--- src/gcs_pkg.sv ---
// Constants, types and decode helpers for the glitchless clock switch.
// Assumes a single 10 MHz pclk domain and an APB register port.
package gcs_pkg;
    localparam int GCS_PCLK_HZ = 10000000;
    localparam logic [7:0] GCS_CTRL_OFF = 8'h00;
    localparam logic [7:0] GCS_STAT_OFF = 8'h04;
    localparam logic [31:0] GCS_CTRL_RESET = 32'h0d800000;
    localparam int GCS_CFG_HI = 27;
    localparam int GCS_CFG_LO = 26;
    localparam int GCS_SEL_HI = 25;
    localparam int GCS_SEL_LO = 24;
    localparam logic [4:0] GCS_TO_RISE_EDGES = 5'h07;
    localparam logic [4:0] GCS_TO_FALL_EDGES = 5'h0f;
    localparam logic [1:0] GCS_LOW_EDGES = 2'h2;
    localparam int GCS_ST_BUSY = 0;
    localparam int GCS_ST_ACT_LO = 1;
    localparam int GCS_ST_TGT_LO = 3;
    localparam int GCS_ST_TO_RISE = 5;
    localparam int GCS_ST_TO_FALL = 6;

    typedef enum logic [1:0] {
        GCS_SRC_A = 2'h0,
        GCS_SRC_C = 2'h1,
        GCS_SRC_GND = 2'h2,
        GCS_SRC_RSVD = 2'h3
    } gcs_src_t;

    typedef enum logic [1:0] {
        GCS_RUN = 2'h0,
        GCS_WAIT_RISE = 2'h1,
        GCS_WAIT_FALL = 2'h3,
        GCS_LOW = 2'h2
    } gcs_state_t;

    function automatic gcs_src_t gcs_decode(input logic [1:0] cfg, input logic [1:0] sel);
        gcs_src_t s;
        s = GCS_SRC_RSVD;
        unique case (cfg)
            2'h0: s = sel[0] ? GCS_SRC_C : GCS_SRC_A;
            2'h1: s = sel[0] ? GCS_SRC_RSVD : GCS_SRC_A;
            2'h2: s = sel[0] ? GCS_SRC_RSVD : GCS_SRC_C;
            2'h3: begin
                unique case (sel)
                    2'h0: s = GCS_SRC_A;
                    2'h1: s = GCS_SRC_C;
                    2'h2: s = GCS_SRC_RSVD;
                    2'h3: s = GCS_SRC_GND;
                endcase
            end
        endcase
        return s;
    endfunction

    // Reserved codes are treated as ground: output stays low
    function automatic logic gcs_level(input gcs_src_t s, input logic a, input logic c);
        return (s == GCS_SRC_A) ? a : ((s == GCS_SRC_C) ? c : 1'b0);
    endfunction

    // A stopped source has no edges; ground ticks every pclk so switches complete
    function automatic logic gcs_rise(input gcs_src_t s, input logic a, input logic a_old,
                                      input logic c, input logic c_old);
        return (s == GCS_SRC_A) ? (a & ~a_old) : ((s == GCS_SRC_C) ? (c & ~c_old) : 1'b1);
    endfunction
endpackage

--- src/gcs_switch.sv ---
// Glitchless two-input clock switch with its APB control register.
// Assumes the source clocks are far slower than pclk; they are sampled,
// so the output is a pclk-registered replica of the chosen source.
// Functional notes
// - Exactly one source reaches the output; changes never glitch it.
// - Config bits 27:26 and select bits 25:24 choose A, C or ground.
// - Config field powers up at three; normally only select changes.
// - A select change starts the switch; one last full current pulse.
// - Output low until second desired rise, then desired clock.
// - No current rise by seventh desired rise: low until ninth.
// - Rise but no fall by fifteenth: low until seventeenth.
// - Power-up selects the C path.
// - Dividers are not glitch-free; change frequency by switching sources.
// - RC oscillator always runs; no disable control exists.
//
// Implementation choices: the address map and the APB interface to the registers.
`timescale 1ns/1ps
`default_nettype none
module gcs_switch
    import gcs_pkg::*;
(
    input wire logic pclk,
    input wire logic presetn,
    input wire logic psel,
    input wire logic penable,
    input wire logic pwrite,
    input wire logic [7:0] paddr,
    input wire logic [31:0] pwdata,
    output logic [31:0] prdata,
    output logic pready,
    output logic pslverr,
    input wire logic global_clock_a,
    input wire logic global_clock_c,
    output logic mux_clock_output,
    output logic [31:0] path_control,
    output logic switch_busy
);
    logic [31:0] ctrl_q, ctrl_d;
    logic [31:0] rdata_q, rdata_d;
    logic err_q, err_d;
    logic a1_q, a2_q, a3_q, c1_q, c2_q, c3_q;
    gcs_src_t req_src;
    gcs_src_t req1_q, req2_q;
    gcs_state_t state_q, state_d;
    gcs_src_t active_q, active_d, target_q, target_d;
    logic [4:0] dcnt_q, dcnt_d;
    logic [1:0] lcnt_q, lcnt_d;
    logic out_q, out_d;
    logic to_rise_q, to_rise_d, to_fall_q, to_fall_d;
    logic cur_rise, cur_fall, des_rise, setup, access;
    logic [31:0] status;

    assign setup = psel & ~penable;
    assign access = psel & penable;
    assign pready = 1'b1;
    assign prdata = rdata_q;
    assign pslverr = err_q & access;
    assign path_control = ctrl_q;
    assign mux_clock_output = out_q;
    assign switch_busy = (state_q != GCS_RUN);

    always_comb begin
        status = 32'h0;
        status[GCS_ST_BUSY] = switch_busy;
        status[GCS_ST_ACT_LO +: 2] = active_q;
        status[GCS_ST_TGT_LO +: 2] = target_q;
        status[GCS_ST_TO_RISE] = to_rise_q;
        status[GCS_ST_TO_FALL] = to_fall_q;
    end

    // Read data and error latched in setup so the answer comes from flops
    always_comb begin
        ctrl_d = ctrl_q;
        rdata_d = rdata_q;
        err_d = err_q;
        if (setup) begin
            err_d = (paddr != GCS_CTRL_OFF) && (paddr != GCS_STAT_OFF);
            rdata_d = (paddr == GCS_CTRL_OFF) ? ctrl_q : ((paddr == GCS_STAT_OFF) ? status : 32'h0);
        end
        if (access && pwrite && (paddr == GCS_CTRL_OFF)) begin
            ctrl_d = pwdata;
        end
    end

    always_ff @(posedge pclk or negedge presetn) begin
        if (!presetn) begin
            ctrl_q <= GCS_CTRL_RESET;
            rdata_q <= 32'h0;
            err_q <= 1'b0;
        end else begin
            ctrl_q <= ctrl_d;
            rdata_q <= rdata_d;
            err_q <= err_d;
        end
    end

    // Path bits beyond the mux fields leave only on path_control and on CTRL reads; no RC enable
    // bit is decoded here since the RC source cannot be stopped.
    // Dividers live outside; frequency changes go through this switch.
    assign req_src = gcs_decode(ctrl_q[GCS_CFG_HI:GCS_CFG_LO], ctrl_q[GCS_SEL_HI:GCS_SEL_LO]);

    // Clock samples: stage 1 feeds stage 2 only; edges use stages 2 and 3
    always_ff @(posedge pclk or negedge presetn) begin
        if (!presetn) begin
            a1_q <= 1'b0;
            a2_q <= 1'b0;
            a3_q <= 1'b0;
            c1_q <= 1'b0;
            c2_q <= 1'b0;
            c3_q <= 1'b0;
            req1_q <= GCS_SRC_C;
            req2_q <= GCS_SRC_C;
        end else begin
            a1_q <= global_clock_a;
            a2_q <= a1_q;
            a3_q <= a2_q;
            c1_q <= global_clock_c;
            c2_q <= c1_q;
            c3_q <= c2_q;
            req1_q <= req_src;
            req2_q <= req1_q;
        end
    end

    assign cur_rise = gcs_rise(active_q, a2_q, a3_q, c2_q, c3_q);
    assign cur_fall = gcs_rise(active_q, ~a2_q, ~a3_q, ~c2_q, ~c3_q);
    assign des_rise = gcs_rise(target_q, a2_q, a3_q, c2_q, c3_q);

    always_comb begin
        state_d = state_q;
        active_d = active_q;
        target_d = target_q;
        dcnt_d = dcnt_q;
        lcnt_d = lcnt_q;
        to_rise_d = to_rise_q;
        to_fall_d = to_fall_q;
        out_d = 1'b0;
        unique case (state_q)
            GCS_RUN: begin
                out_d = gcs_level(active_q, a2_q, c2_q);
                if (req2_q != active_q) begin
                    state_d = GCS_WAIT_RISE;
                    target_d = req2_q;
                    dcnt_d = 5'h0;
                    to_rise_d = 1'b0;
                    to_fall_d = 1'b0;
                end
            end
            GCS_WAIT_RISE: begin
                out_d = gcs_level(active_q, a2_q, c2_q);
                if (des_rise) begin
                    dcnt_d = dcnt_q + 5'h1;
                end
                if (cur_rise) begin
                    state_d = GCS_WAIT_FALL;
                end else if (des_rise && (dcnt_q == GCS_TO_RISE_EDGES - 5'h1)) begin
                    state_d = GCS_LOW;
                    lcnt_d = 2'h0;
                    to_rise_d = 1'b1;
                    out_d = 1'b0;
                end
            end
            GCS_WAIT_FALL: begin
                out_d = gcs_level(active_q, a2_q, c2_q);
                if (des_rise) begin
                    dcnt_d = dcnt_q + 5'h1;
                end
                if (cur_fall) begin
                    state_d = GCS_LOW;
                    lcnt_d = 2'h0;
                    out_d = 1'b0;
                end else if (des_rise && (dcnt_q == GCS_TO_FALL_EDGES - 5'h1)) begin
                    state_d = GCS_LOW;
                    lcnt_d = 2'h0;
                    to_fall_d = 1'b1;
                    out_d = 1'b0;
                end
            end
            GCS_LOW: begin
                if (des_rise) begin
                    lcnt_d = lcnt_q + 2'h1;
                    if (lcnt_q == GCS_LOW_EDGES - 2'h1) begin
                        state_d = GCS_RUN;
                        active_d = target_q;
                        out_d = gcs_level(target_q, a2_q, c2_q);
                    end
                end
            end
        endcase
    end

    always_ff @(posedge pclk or negedge presetn) begin
        if (!presetn) begin
            state_q <= GCS_RUN;
            active_q <= GCS_SRC_C;
            target_q <= GCS_SRC_C;
            dcnt_q <= 5'h0;
            lcnt_q <= 2'h0;
            out_q <= 1'b0;
            to_rise_q <= 1'b0;
            to_fall_q <= 1'b0;
        end else begin
            state_q <= state_d;
            active_q <= active_d;
            target_q <= target_d;
            dcnt_q <= dcnt_d;
            lcnt_q <= lcnt_d;
            out_q <= out_d;
            to_rise_q <= to_rise_d;
            to_fall_q <= to_fall_d;
        end
    end

    property p_run_follows;
        @(posedge pclk) disable iff (!presetn)
        (state_q == GCS_RUN) |=> (out_q == $past(gcs_level(active_q, a2_q, c2_q)));
    endproperty
    a_run_follows: assert property (p_run_follows) else $error("Output not following source");

    property p_decode;
        @(posedge pclk) disable iff (!presetn)
        (ctrl_q[GCS_CFG_HI:GCS_CFG_LO] == 2'h3 && ctrl_q[GCS_SEL_HI:GCS_SEL_LO] == 2'h0)
            |=> ##1 (req2_q == GCS_SRC_A);
    endproperty
    a_decode: assert property (p_decode) else $error("Select decode wrong");

    property p_reset_vals;
        @(posedge pclk) !presetn |-> (ctrl_q == GCS_CTRL_RESET) && (active_q == GCS_SRC_C);
    endproperty
    a_reset_vals: assert property (p_reset_vals) else $error("Reset values wrong");

    property p_start;
        @(posedge pclk) disable iff (!presetn)
        (state_q == GCS_RUN && req2_q != active_q) |=> (state_q == GCS_WAIT_RISE) && (target_q == $past(req2_q));
    endproperty
    a_start: assert property (p_start) else $error("Switch did not start");

    property p_low_out;
        @(posedge pclk) disable iff (!presetn)
        (state_q == GCS_LOW && state_d == GCS_LOW) |=> !out_q;
    endproperty
    a_low_out: assert property (p_low_out) else $error("Output high while held low");

    property p_low_exit;
        @(posedge pclk) disable iff (!presetn)
        (state_q == GCS_LOW && des_rise && lcnt_q == 2'h1) |=> (state_q == GCS_RUN) && (active_q == $past(target_q));
    endproperty
    a_low_exit: assert property (p_low_exit) else $error("Late or wrong handover");

    property p_rise_to;
        @(posedge pclk) disable iff (!presetn)
        (state_q == GCS_WAIT_RISE && des_rise && !cur_rise && dcnt_q == 5'h6) |=> (state_q == GCS_LOW) && to_rise_q;
    endproperty
    a_rise_to: assert property (p_rise_to) else $error("Rise timeout missed");

    property p_fall_to;
        @(posedge pclk) disable iff (!presetn)
        (state_q == GCS_WAIT_FALL && des_rise && !cur_fall && dcnt_q == 5'he) |=> (state_q == GCS_LOW) && to_fall_q;
    endproperty
    a_fall_to: assert property (p_fall_to) else $error("Fall timeout missed");

    property p_sync;
        @(posedge pclk) disable iff (!presetn)
        $changed(req_src) |-> ##1 (req2_q != req_src) ##1 (req2_q == $past(req_src, 2));
    endproperty
    a_sync: assert property (p_sync) else $error("Request not two-stage synchronised");

    property p_rise_wait;
        @(posedge pclk) disable iff (!presetn)
        (state_q == GCS_WAIT_RISE) |-> (dcnt_q < GCS_TO_RISE_EDGES);
    endproperty
    a_rise_wait: assert property (p_rise_wait) else $error("Rise window overran");

    property p_fall_wait;
        @(posedge pclk) disable iff (!presetn)
        (state_q == GCS_WAIT_FALL) |-> (dcnt_q < GCS_TO_FALL_EDGES);
    endproperty
    a_fall_wait: assert property (p_fall_wait) else $error("Fall window overran");

    property p_low_count;
        @(posedge pclk) disable iff (!presetn)
        (state_q == GCS_LOW) |-> (lcnt_q < GCS_LOW_EDGES);
    endproperty
    a_low_count: assert property (p_low_count) else $error("Low phase overran");

    // Last current pulse passes untouched until its falling edge
    property p_fall_hold;
        @(posedge pclk) disable iff (!presetn)
        (state_q == GCS_WAIT_FALL && !cur_fall && !(des_rise && dcnt_q == GCS_TO_FALL_EDGES - 5'h1))
            |=> (out_q == $past(gcs_level(active_q, a2_q, c2_q)));
    endproperty
    a_fall_hold: assert property (p_fall_hold) else $error("Final pulse cut short");

    property p_flags_clear;
        @(posedge pclk) disable iff (!presetn)
        (state_q == GCS_RUN && req2_q != active_q) |=> !to_rise_q && !to_fall_q;
    endproperty
    a_flags_clear: assert property (p_flags_clear) else $error("Timeout flags not cleared");

    c_clean: cover property (@(posedge pclk) disable iff (!presetn)
        state_q == GCS_WAIT_FALL ##1 state_q == GCS_LOW ##[1:200] state_q == GCS_RUN);
    c_rise_to: cover property (@(posedge pclk) disable iff (!presetn) $rose(to_rise_q));
    c_fall_to: cover property (@(posedge pclk) disable iff (!presetn) $rose(to_fall_q));
    c_gnd: cover property (@(posedge pclk) disable iff (!presetn)
        state_q == GCS_RUN && active_q == GCS_SRC_GND);
endmodule
`default_nettype wire

--- config.mk ---
export PLATFORM = sky130hd
export DESIGN_NAME = gcs_switch
export DESIGN_NICKNAME = d
export VERILOG_FILES = /design/src/gcs_pkg.sv /design/src/gcs_switch.sv
export SDC_FILE = /design/constraint.sdc
export NUM_CORES = 1
export LEC_CHECK = 0
export BUFFER_PORTS_ARGS = -buffer_cell sky130_fd_sc_hd__buf_4
export CORE_ASPECT_RATIO = 0.7
export CORE_UTILIZATION = 32
export CTS_CLUSTER_SIZE = 30
export DETAILED_ROUTE_END_ITERATION = 6
export PLACE_DENSITY = 0.55
export SLEW_MARGIN = 20
export SYNTH_ARGS = -nofsm -noshare
export SYNTH_HDL_FRONTEND = slang
export SYNTH_SLANG_ARGS = --single-unit
--- constraint.sdc ---
create_clock -name pclk -period 2.7 [get_ports pclk]
set_input_delay 0.27 -clock pclk [delete_from_list [all_inputs] [get_ports pclk]]
set_output_delay 0.27 -clock pclk [all_outputs]
set_load 0.01 [all_outputs]
---- Yosys cells after proc, flatten, opt, wreduce, memory -nomap -nowiden ----
Cells that the tools add are included.
word-level totals
  input bits .............................. 47
  output and inout bits ................... 68
  word-level logic and storage cells ...... 133
  register bits after elaboration ......... 91
operators by class
  eq/ne operators ......................... 27
  reduce and logical (&&, ||, !) cells .... 25
  bitwise operators ....................... 12
  add/subtract/negate cells ............... 2
  muxes and demuxes ....................... 48
operator list
  kind                                                   number
  2-to-1 mux 32 bit                                      1
  2-to-1 mux 2 bit                                       14
  case mux 2 bit (4 select lines)                        3
  2-to-1 mux 1 bit                                       22
  inequality test 2 bit, second input constant           7
  equality test 2 x 1 -> 1 bit, second input constant    6
  equality test 2 bit, second input constant             6
  zero test 2 bit                                        5
  2-to-1 mux 5 bit                                       2
  case mux 5 bit (2 select lines)                        1
  AND reduction 5 bit                                    2
  equality test 8 x 3 -> 1 bit, second input constant    1
  zero test 8 bit                                        1
  inequality test 8 x 3 -> 1 bit, second input constant  1
  AND reduction 4 bit                                    2
  nonzero test 2 bit                                     4
  nonzero test 8 bit                                     1
  AND 1 bit                                              7
  2-to-1 mux 7 bit                                       1
  inequality test 3 bit, second input constant           2
  case mux 2 bit (3 select lines)                        1
  AND reduction 3 bit                                    2
  adder 5 x 1 -> 5 bit, second input constant            1
  equality test 5 x 3 -> 1 bit, second input constant    1
  11 further kinds                                       20

---- Logic depth before layout (Yosys ltp) ----
Gate-level depths: netlist (run 1).
  word-level depth ........................ 8
  gate-level depth with buffers ........... 8
  depth with buffers taken out ............ 7

---- Worst setup path after synthesis (run 1) ----
OpenSTA, ideal clock, no wires.
  path type ............................... input to register
  from .................................... in paddr[1]
  to ...................................... reg ctrl_q[10], in the netlist path_control[10]
  path buffers ............................ 3
  stages .................................. 8
  setup time .............................. 127 ps
  path slack .............................. 588 ps
  data arrival time ....................... 1,985 ps
  data required time ...................... 2,573 ps
  path through ............................ or4_4 > nor4_4 > nor2b_1 > buf_2 > and4_1 > buf_4 > buf_6 > mux2_1
on the way
  longest elaborated chain between the ends .. 2
ends and longest elaborated chain
  element                 RTL line          text
  start: declaration      gcs_switch.sv:27  input wire logic [7:0] paddr,
  zero test 8 bit         gcs_switch.sv:80  if (access && pwrite && (paddr == GCS_CTRL_OFF)) begin
  logical AND 1 bit       gcs_switch.sv:80
  end signal: assignment  gcs_switch.sv:91  ctrl_q <= ctrl_d;
  end: declaration        gcs_switch.sv:38  logic [31:0] ctrl_q, ctrl_d;
No other way between the ends.
A chain may end at the register's enable or synchronous reset.

---- Final worst setup path (run 1) ----
  from .................................... in paddr[1]
  to ...................................... reg ctrl_q[0], in the netlist path_control[0]
Same word-level chain as after synthesis.

==> results of run 1 <==
==> state kept, by name (all words and copies together) (netlist names), 2 cells and up <==
register / count
active_q: 2
dcnt_q: 5
lcnt_q: 2
path_control: 32
prdata: 32
req1_q: 2
req2_q: 2
state_q: 2
target_q: 2
==> worst max path at each step <==
stage / cells past startpoint / to / slack (ns) / startpoint
floorplan: 8 / path_control[10] / 0.59 / paddr[1]
finish: 7 / path_control[0] / 0.76 / paddr[1]
detailed placement: 7 / path_control[17] / 0.39 / paddr[1]
global route: 7 / path_control[17] / 0.64 / paddr[1]
CTS: 7 / path_control[17] / 0.76 / paddr[1]
global placement: 7 / path_control[0] / 0.43 / paddr[1]
==> routing by layer <==
metal	wire length [microns]	part of all wire (%)	track usage [%]
met1	4490	50	22.1
met2	3770	42	21.9
met3	631	7.1	5.47
met4	53	0.59	4.36
met5	0	0	0
==> placed cells by master (no fill, tap or decap), drive strengths merged, types with 2 or more instances in the layout <==
cell,count
a31oi,2
buf,120
or3,2
xor2,3
nor2b,2
and3b,2
dfrtp,83
inv,6
clkinv,2
clkbuf,10
bufinv,2
nand3,4
a21oi,4
nor4,2
clkinvlp,2
ha,5
dfstp,8
a22oi,6
or2,2
nor3b,3
nor2,9
mux2,36
mux2i,2
a41oi,2
nand3b,4
nand2,64
o21ai,40
==> cell families after synthesis <==
logic type               synth area share (%)
AO/OA/AOI/OAI                            9.51
AND/OR/NAND/NOR                          13.0
buffers and inverters                    3.44
multiplexers                             11.2
flip-flops                               60.4
XOR/XNOR                                0.694
other                                  0.0990
adder cells (fa/ha/maj)                  1.65
==> what timing repair did <==
item	CTS	global route
endpoints found under the hold margin	13	0
setup endpoints to repair	0	0
hold buffers	1	0
buffers inserted	0	0
==> through the flow <==
step	setup slack (ns)	power [mW]	utilization [%]	std cells
after floorplan	0.588	1.65	-	328
after global placement	0.431	1.81	42.5	581
after detailed placement	0.394	1.82	42.5	581
after CTS	0.756	3.19	45.5	598
after global routing	0.638	3.30	45.5	598
final	0.759	3.15	45.5	598
==> Yosys cell counts, types with 4 or more instances <==
| library cell | count |
|---|---|
| nor2_1 | 9 |
| nand3b_1 | 4 |
| nand3_1 | 4 |
| nand2_1 | 64 |
| dfrtp_1 | 83 |
| a22oi_1 | 6 |
| dfstp_2 | 8 |
| clkbuf_1 | 13 |
| o21ai_0 | 40 |
| mux2_1 | 30 |
| ha_1 | 5 |
| inv_1 | 6 |
| mux2_2 | 6 |
| a21oi_1 | 4 |
==> power by group through the flow <==
stage                     clock network (mW)  logic [mW]  registers [mW]
after detailed placement                   0       0.317            1.51
final                                   1.35       0.315            1.48
after floorplan                            0       0.162            1.49
after global routing                    1.45       0.352            1.49
after CTS                               1.39       0.319            1.48
after global placement                     0       0.308            1.50
==> cell type report <==
type                    count  area share (%)
flip-flops and latches     91            44.7
clock inverters             6            1.74
inverters                   6           0.440
clock buffers              10            4.67
well taps                 153            3.74
repair buffers            121            17.8
multi-input cells         211            26.9
==> worst max-delay path: stages <==
cell     delay [ns]
buf_4          0.11
or4_4          0.53
nor4_4         0.17
nor2b_2        0.21
and4_2         0.24
buf_4          0.27
mux2_2         0.36
==> metrics.md, run 1 <==
| Metric | Value |
|---|---|
| Core Area | 11300 sq um |
| Layout cells sized above 1 | about 36% |
| Resize count post-CTS | 0 |
| First-pass GRT wire length | around 15000 microns |
| I/O Pins | roughly 120 |
| Tightest Hold Check Type | input port to register |
| WHS | 0.0387 ns |
| Crit path required time | 2.92 ns |
| Yosys top cell area share | between 50% and 60% |
| Area delta synth->final | 35.1% |
| Synth Register Bits | 91 |
| Worst EP arrival | 2.16 ns |
| Final Cell Area | 5120 sq um |
| Final wirelength | approximately 9000 microns |
| Tcrit/Tclk final | 71.9% |
| Starting DRC count in detailed routing | 89 |
| Antenna diodes | 0 |
| Post-layout min period | approximately 1.9 ns |
| Initial antenna violation count | 0 |
| Clk_skew | around 0.0066 ns |
| Async set-reset flop share out of synthesis | 100% |
| Number of synthesized flops with an enable pin | 0 |
| Slew @ Worst Pin | 0.684 ns |
| Synthesized area | around 3800 sq um |
| Crit-path max FO | 17 |
| Cells after synthesis | between 300 and 400 |
| Maximum clock path buffer count | 2 |
| Critical path type | input port to register |
| Sink Count | a little over 90 |
| Fmax | between 0.5 and 0.6 GHz |
| Cell Pwr Density | between 600 and 700 nW/um^2 |
| CTS tree | done |
| R2R depth | 5 |
| Setup TNS | 0 ns |
| LEAKAGE | ~2.5 nW |
| CTS HTree Levels | 3 |
| Area occupied by multi-input gates | 1380 sq um |
| Port Buffers | 113 |
| Fill cell count | around 1100 |
| Seq/Total Area, Yosys | 60.4% |
| Launching point of the worst reg2reg path | active_q[0] |
| Post-Syn Nets | 380 |
| Endpoint of the worst register-to-register path | lcnt_q[0] |
| Routed Antenna Nets | 0 |
| Hold Startpoint | global_clock_c |
| Synth area leader | dfrtp_1 |
| Hold Violations, Final | 0 |
| Final global-route overflow total | 0 |
| Top_reg_cell synth | dfrtp_1 |
| Int Power | around 2.4 mW |
| Synth unique cells | 45 |
| Worst rel slew slack | a little over half |
| Clock Power Share | 42.9% |
| Sequential cell area | roughly 2300 sq um |
| Routed WL per cell | between 10 and 15 microns |
| Worst Hold Depth | 1 |
| Count of nets after finishing | approximately 490 |
| Fin. max-slew vios | 0 |
| Total Die Area | 12300 sq um |
| Initial Util | between 30% and 40% |
| Critical Path Start Type | input port |
| RSZ-0062 raised after global routing | false |
| Vias in the first global route | ~2800 |
| Combinational power share | around a tenth |
| DRC violations left | 0 |
| Die H | between 90 and 100 microns |
| Gr usage total | around 15% |
| Sink of the worst hold path | c1_q |
| Peak VDD IR | between 0.3 and 0.4 mV |
| Seq pwr share | between 40% and 50% |
| Gpl congestion | between 0.7 and 0.8 |
| Vias | between 2000 and 3000 |
| Dpl hpwl | 6380 microns |
| Max Cap Viol | 0 |
| Reg clk slew, reported paths | roughly 0.060 ns |
| Switch share | a little under a quarter |
| Routed vias/inst | 4.64 |
| DP Area | about 4800 sq um |
| Clock Latency Late Sink | 0.34 ns |
| TritonCTS Buffers | 9 |
| Num rows | 32 |
| DIE WIDTH | approximately 130 microns |
| Switching Power | between 0.7 and 0.8 mW |
| Drt first pass iters | 4 |
| Root Driver | clkbuf_16 |
| Status | finished, final reports clean |
| Warnings, synthesis | 0 |
| R2R Setup Slk | 0.76 ns |
| Final setup fails | 0 |
| Avg Inst Size Synth | 11.5 sq um |
| Worst Setup End Kind | register |
| Synth area leaders | dfrtp_1 (55%), mux2_1 (8.9%), nand2_1 (6.3%) |
| Largest net degree at the start of global routing | between 50 and 60 |
Power figures use the tool's default switching activity.
==> run 2, diff against run 1 <==
--- a/config.mk
+++ b/config.mk
@@ -5,12 +5,13 @@
 export SDC_FILE = /design/constraint.sdc
 export NUM_CORES = 1
 export LEC_CHECK = 0
+export ABC_AREA = 1
 export BUFFER_PORTS_ARGS = -buffer_cell sky130_fd_sc_hd__buf_4
 export CORE_ASPECT_RATIO = 0.7
 export CORE_UTILIZATION = 32
 export CTS_CLUSTER_SIZE = 30
 export DETAILED_ROUTE_END_ITERATION = 6
-export PLACE_DENSITY = 0.55
+export PLACE_DENSITY = 0.57
 export SLEW_MARGIN = 20
 export SYNTH_ARGS = -nofsm -noshare
 export SYNTH_HDL_FRONTEND = slang
==> constraint.sdc (replaced) <==
create_clock -name pclk -period 1.6 [get_ports pclk]
set_input_delay 0.16 -clock pclk [delete_from_list [all_inputs] [get_ports pclk]]
set_output_delay 0.16 -clock pclk [all_outputs]
set_load 0.01 [all_outputs]
==> run 2 against run 1 <==
Net effect:
- via count up 21%
- sequential cell count unchanged
- core utilization up 0.49 points
- combinational power rose to 3.4 times the previous value
- critical path depth up 2
- final cell count up 25%
- clock power up 70%
- clock skew down 0.0030 ns
- largest power group unchanged
- first-iteration DRC count up 63%
==> metrics.md, run 2 <==
| Metric | Value |
|---|---|
| Warnings, synthesis | 0 (unchanged) |
| TritonCTS Buffers | 9 (unchanged) |
| Drt first pass iters | 4 (unchanged) |
| Max Cap Viol | 0 (unchanged) |
| Top_reg_cell synth | dfrtp_1 |
| Crit-path max FO | 4 (-13) |
| Crit path cell chain | inv_1 -> ha_1 -> nand2_1 -> nor2_1 -> nand3_2 -> o21bai_4 -> nand3_1 -> nand2_1 -> nand2_1 |
| CP peak stage delay | 0.39 ns (-0.14 ns) |
| Final wirelength | 9580 microns (+7.2%) |
| Peak VDD IR | 0.516 mV (+65%) |
| Launching point of the worst reg2reg path | dcnt_q[0] |
| Async set-reset flop share out of synthesis | 100% (unchanged) |
| Critical path type | register to register |
| Initial Util | 33.1% (-0.52 points) |
| Commonest non-fill, non-tap cells in the layout | nand2_1 (125), buf_4 (123), dfrtp_1 (83) |
| Status | finished, final reports clean |
| Vias in the first global route | 3238 (+17%) |
| CTS HTree Levels | 3 (unchanged) |
| Total Power | 5.98 mW (+90%) |
| Post-layout min period | ~1.5 ns |
| Critical Path Start Type | register |
| Fmax | just under 0.7 GHz |
| Number of synthesized flops with an enable pin | 0 (unchanged) |
| Synth area leaders | dfrtp_1 (53%), nand2_1 (12%), nand3_1 (5.9%) |
| Root Driver | clkbuf_16 |
| DRC violations left | 0 (unchanged) |
| Port Buffers | 113 (unchanged) |
| Routed vias/inst | 4.50 (-3.1%) |
| Critical Path Most Common Cell | nand2_1 |
| Starting DRC count in detailed routing | 145 (+63%) |
| Post-layout util | 46.0% (+0.49 points) |
| Endpoint of the worst register-to-register path | lcnt_q[1] |
| Sink Count | 91 (unchanged) |
| Final global-route overflow total | 0 (unchanged) |
| Tcrit/Tclk final | 91.8% |
| Avg Inst Size Synth | 8.53 sq um (-26%) |
| Synthesized area | 3910 sq um (+3.3%) |
| Synth Register Bits | 91 (unchanged) |
| Cell Pwr Density | 1100 nW/um^2 (+79%) |
| Maximum clock path buffer count | 2 (unchanged) |
| Yosys top cell area share | 53.1% (-1.8 points) |
| I/O Pins | 115 (unchanged) |
| R2R Setup Slk | 0.13 ns (-0.63 ns) |
| Tightest Hold Check Type | input port to register |
| Synth area leader | dfrtp_1 |
| Setup TNS | 0 ns (unchanged) |
| Seq/Total Area, Yosys | 58.4% (-1.9 points) |
| Vias | 3350 (+21%) |
| Final setup fails | 0 (unchanged) |
| R2R depth | 9 (+4) |
| Fin. max-slew vios | 0 (unchanged) |
| Final Cell Area | 5430 sq um (+6.1%) |
| RSZ-0062 raised after global routing | false |
| Cells after synthesis | 459 (+40%) |
| Dpl hpwl | 6900 microns (+8.1%) |
| Crit path required time | 1.83 ns (-1.09 ns) |
| CTS tree | done |
| CP max-delay cell | dfrtp_1 |
| WHS | 0.0232 ns (-0.0154 ns) |
| CP Launch Point | dcnt_q[0] |
| Count of nets after finishing | 635 (+29%) |
| Num rows | 33 (+3.1%) |
| DIE WIDTH | 134 microns (+1.6%) |
| Routed Antenna Nets | 0 (unchanged) |
| Area delta synth->final | 38.7% |
| Core Area | 11800 sq um (+5.0%) |
| Clock Latency Late Sink | 0.34 ns (about the same) |
| Reg clk slew, reported paths | 0.06 ns (about the same) |
| Largest net degree at the start of global routing | 65 (+20%) |
| Clk_skew | 0.00360 ns (-0.00302 ns) |
| Total Die Area | 12700 sq um (+3.3%) |
| Most common cell in the netlist | nand2_1 |
| Layout cells sized above 1 | 27.7% (-7.8 points) |
| Hold Violations, Final | 0 (unchanged) |
| Gpl congestion | 0.809 (+9.8%) |
| Routed WL per cell | 12.9 microns (-14%) |
| DP Area | 5020 sq um (+5.2%) |
| Worst EP arrival | 1.70 ns (-0.46 ns) |
| Fill cell count | 1211 (+14%) |
| Most common cell after layout, fill and taps aside | nand2_1 |
| LEAKAGE | 2.92 nW (+15%) |
| Post-synth top cells | nand2_1 (128), dfrtp_1 (83), inv_1 (61), nand3_1 (46), nor2_1 (35) |
| Post-Syn Nets | 511 (+34%) |
| Worst Setup End Kind | register |
| First-pass GRT wire length | 15900 microns (+7.6%) |
| Worst setup path end | lcnt_q[1] |
| Gr usage total | 16.2% (+0.70 points) |
| Antenna diodes | 0 (unchanged) |
| Die H | 94.5 microns (+1.6%) |
| Synth unique cells | 23 (-49%) |
| Initial antenna violation count | 0 (unchanged) |
[run 2: cell count changes after synthesis, sizes merged, moves of 15 or more]
cell / change
a21oi: +15
nand3: +42
nor2: +26
mux2: -36
inv: +56
nand2: +64
[run 2: stage by stage]
step,cells,worst slack (ns)
after floorplan,459,0.220
after global placement,725,0.124
after detailed placement,725,0.0716
after CTS,744,0.0486
after global routing,745,0.00810
final,745,0.131
[run 2: cells by family after synthesis]
family                     share of synthesized area (%)
AOI/OAI and AO/OA                                   8.82
DFF                                                 58.4
buffers and inverters                               7.58
and+or+nand+nor                                     23.2
adders and majority gates                           1.60
xor gates and xnor gates                           0.224
other                                             0.0958
[run 2: layer usage]
layer	track usage [%]	part of all wire [%]	vias up	wire, microns
met5	0	0	-	0
met4	5.24	1.1	0	109
met1	22.0	49	1555	4710
li1	-	-	1699	-
met3	5.58	6.5	10	620
met2	24.1	43	86	4140
[run 2: critical path: cells and delay by family (launching register included)]
family	cells	cell delay, ns
and+or+nand+nor	6	0.59
AOI/OAI and AO/OA	1	0.18
buffers and inverters	1	0.06
DFF	1	0.39
adders and majority gates	1	0.14
[run 2: power by group]
group | switching, mW | leakage, nW | internal, mW
logic | 0.622 | 1.56 | 0.461
registers | 0.153 | 1.20 | 2.45
clock network | 0.881 | 0.155 | 1.41
[run 2: worst min-delay path by stage]
stage / start / end / slack (ns) / cells after the start
final: pwdata[24] / path_control[24] / 0.02 / 3
after global placement: presetn / path_control[13] / 0.06 / 1
after CTS: pwdata[24] / path_control[24] / 0.01 / 3
after detailed placement: presetn / prdata[13] / 0.06 / 1
after floorplan: presetn / a1_q / -0.14 / 0
after global routing: pwdata[23] / path_control[23] / 0.02 / 3
[run 2: layout make-up]
class / count / area [sq um] / share of cell area, %
sequential: 91 / 2290 / 42.1
multi-input combinational: 290 / 1370 / 25.2
clock buffer: 10 / 239 / 4.40
clock inverter: 6 / 88.8 / 1.64
tap: 157 / 196 / 3.62
inverter: 62 / 233 / 4.29
timing repair buffer: 129 / 1010 / 18.7
[run 2: timing repair]
action | 4_1_cts | 5_1_grt
hold buffers | 3 | 0
endpoints found under the hold margin | 59 | 0
gates resized for setup | 0 | 13
endpoints found under the setup margin | 0 | 7
buffers inserted | 0 | 1
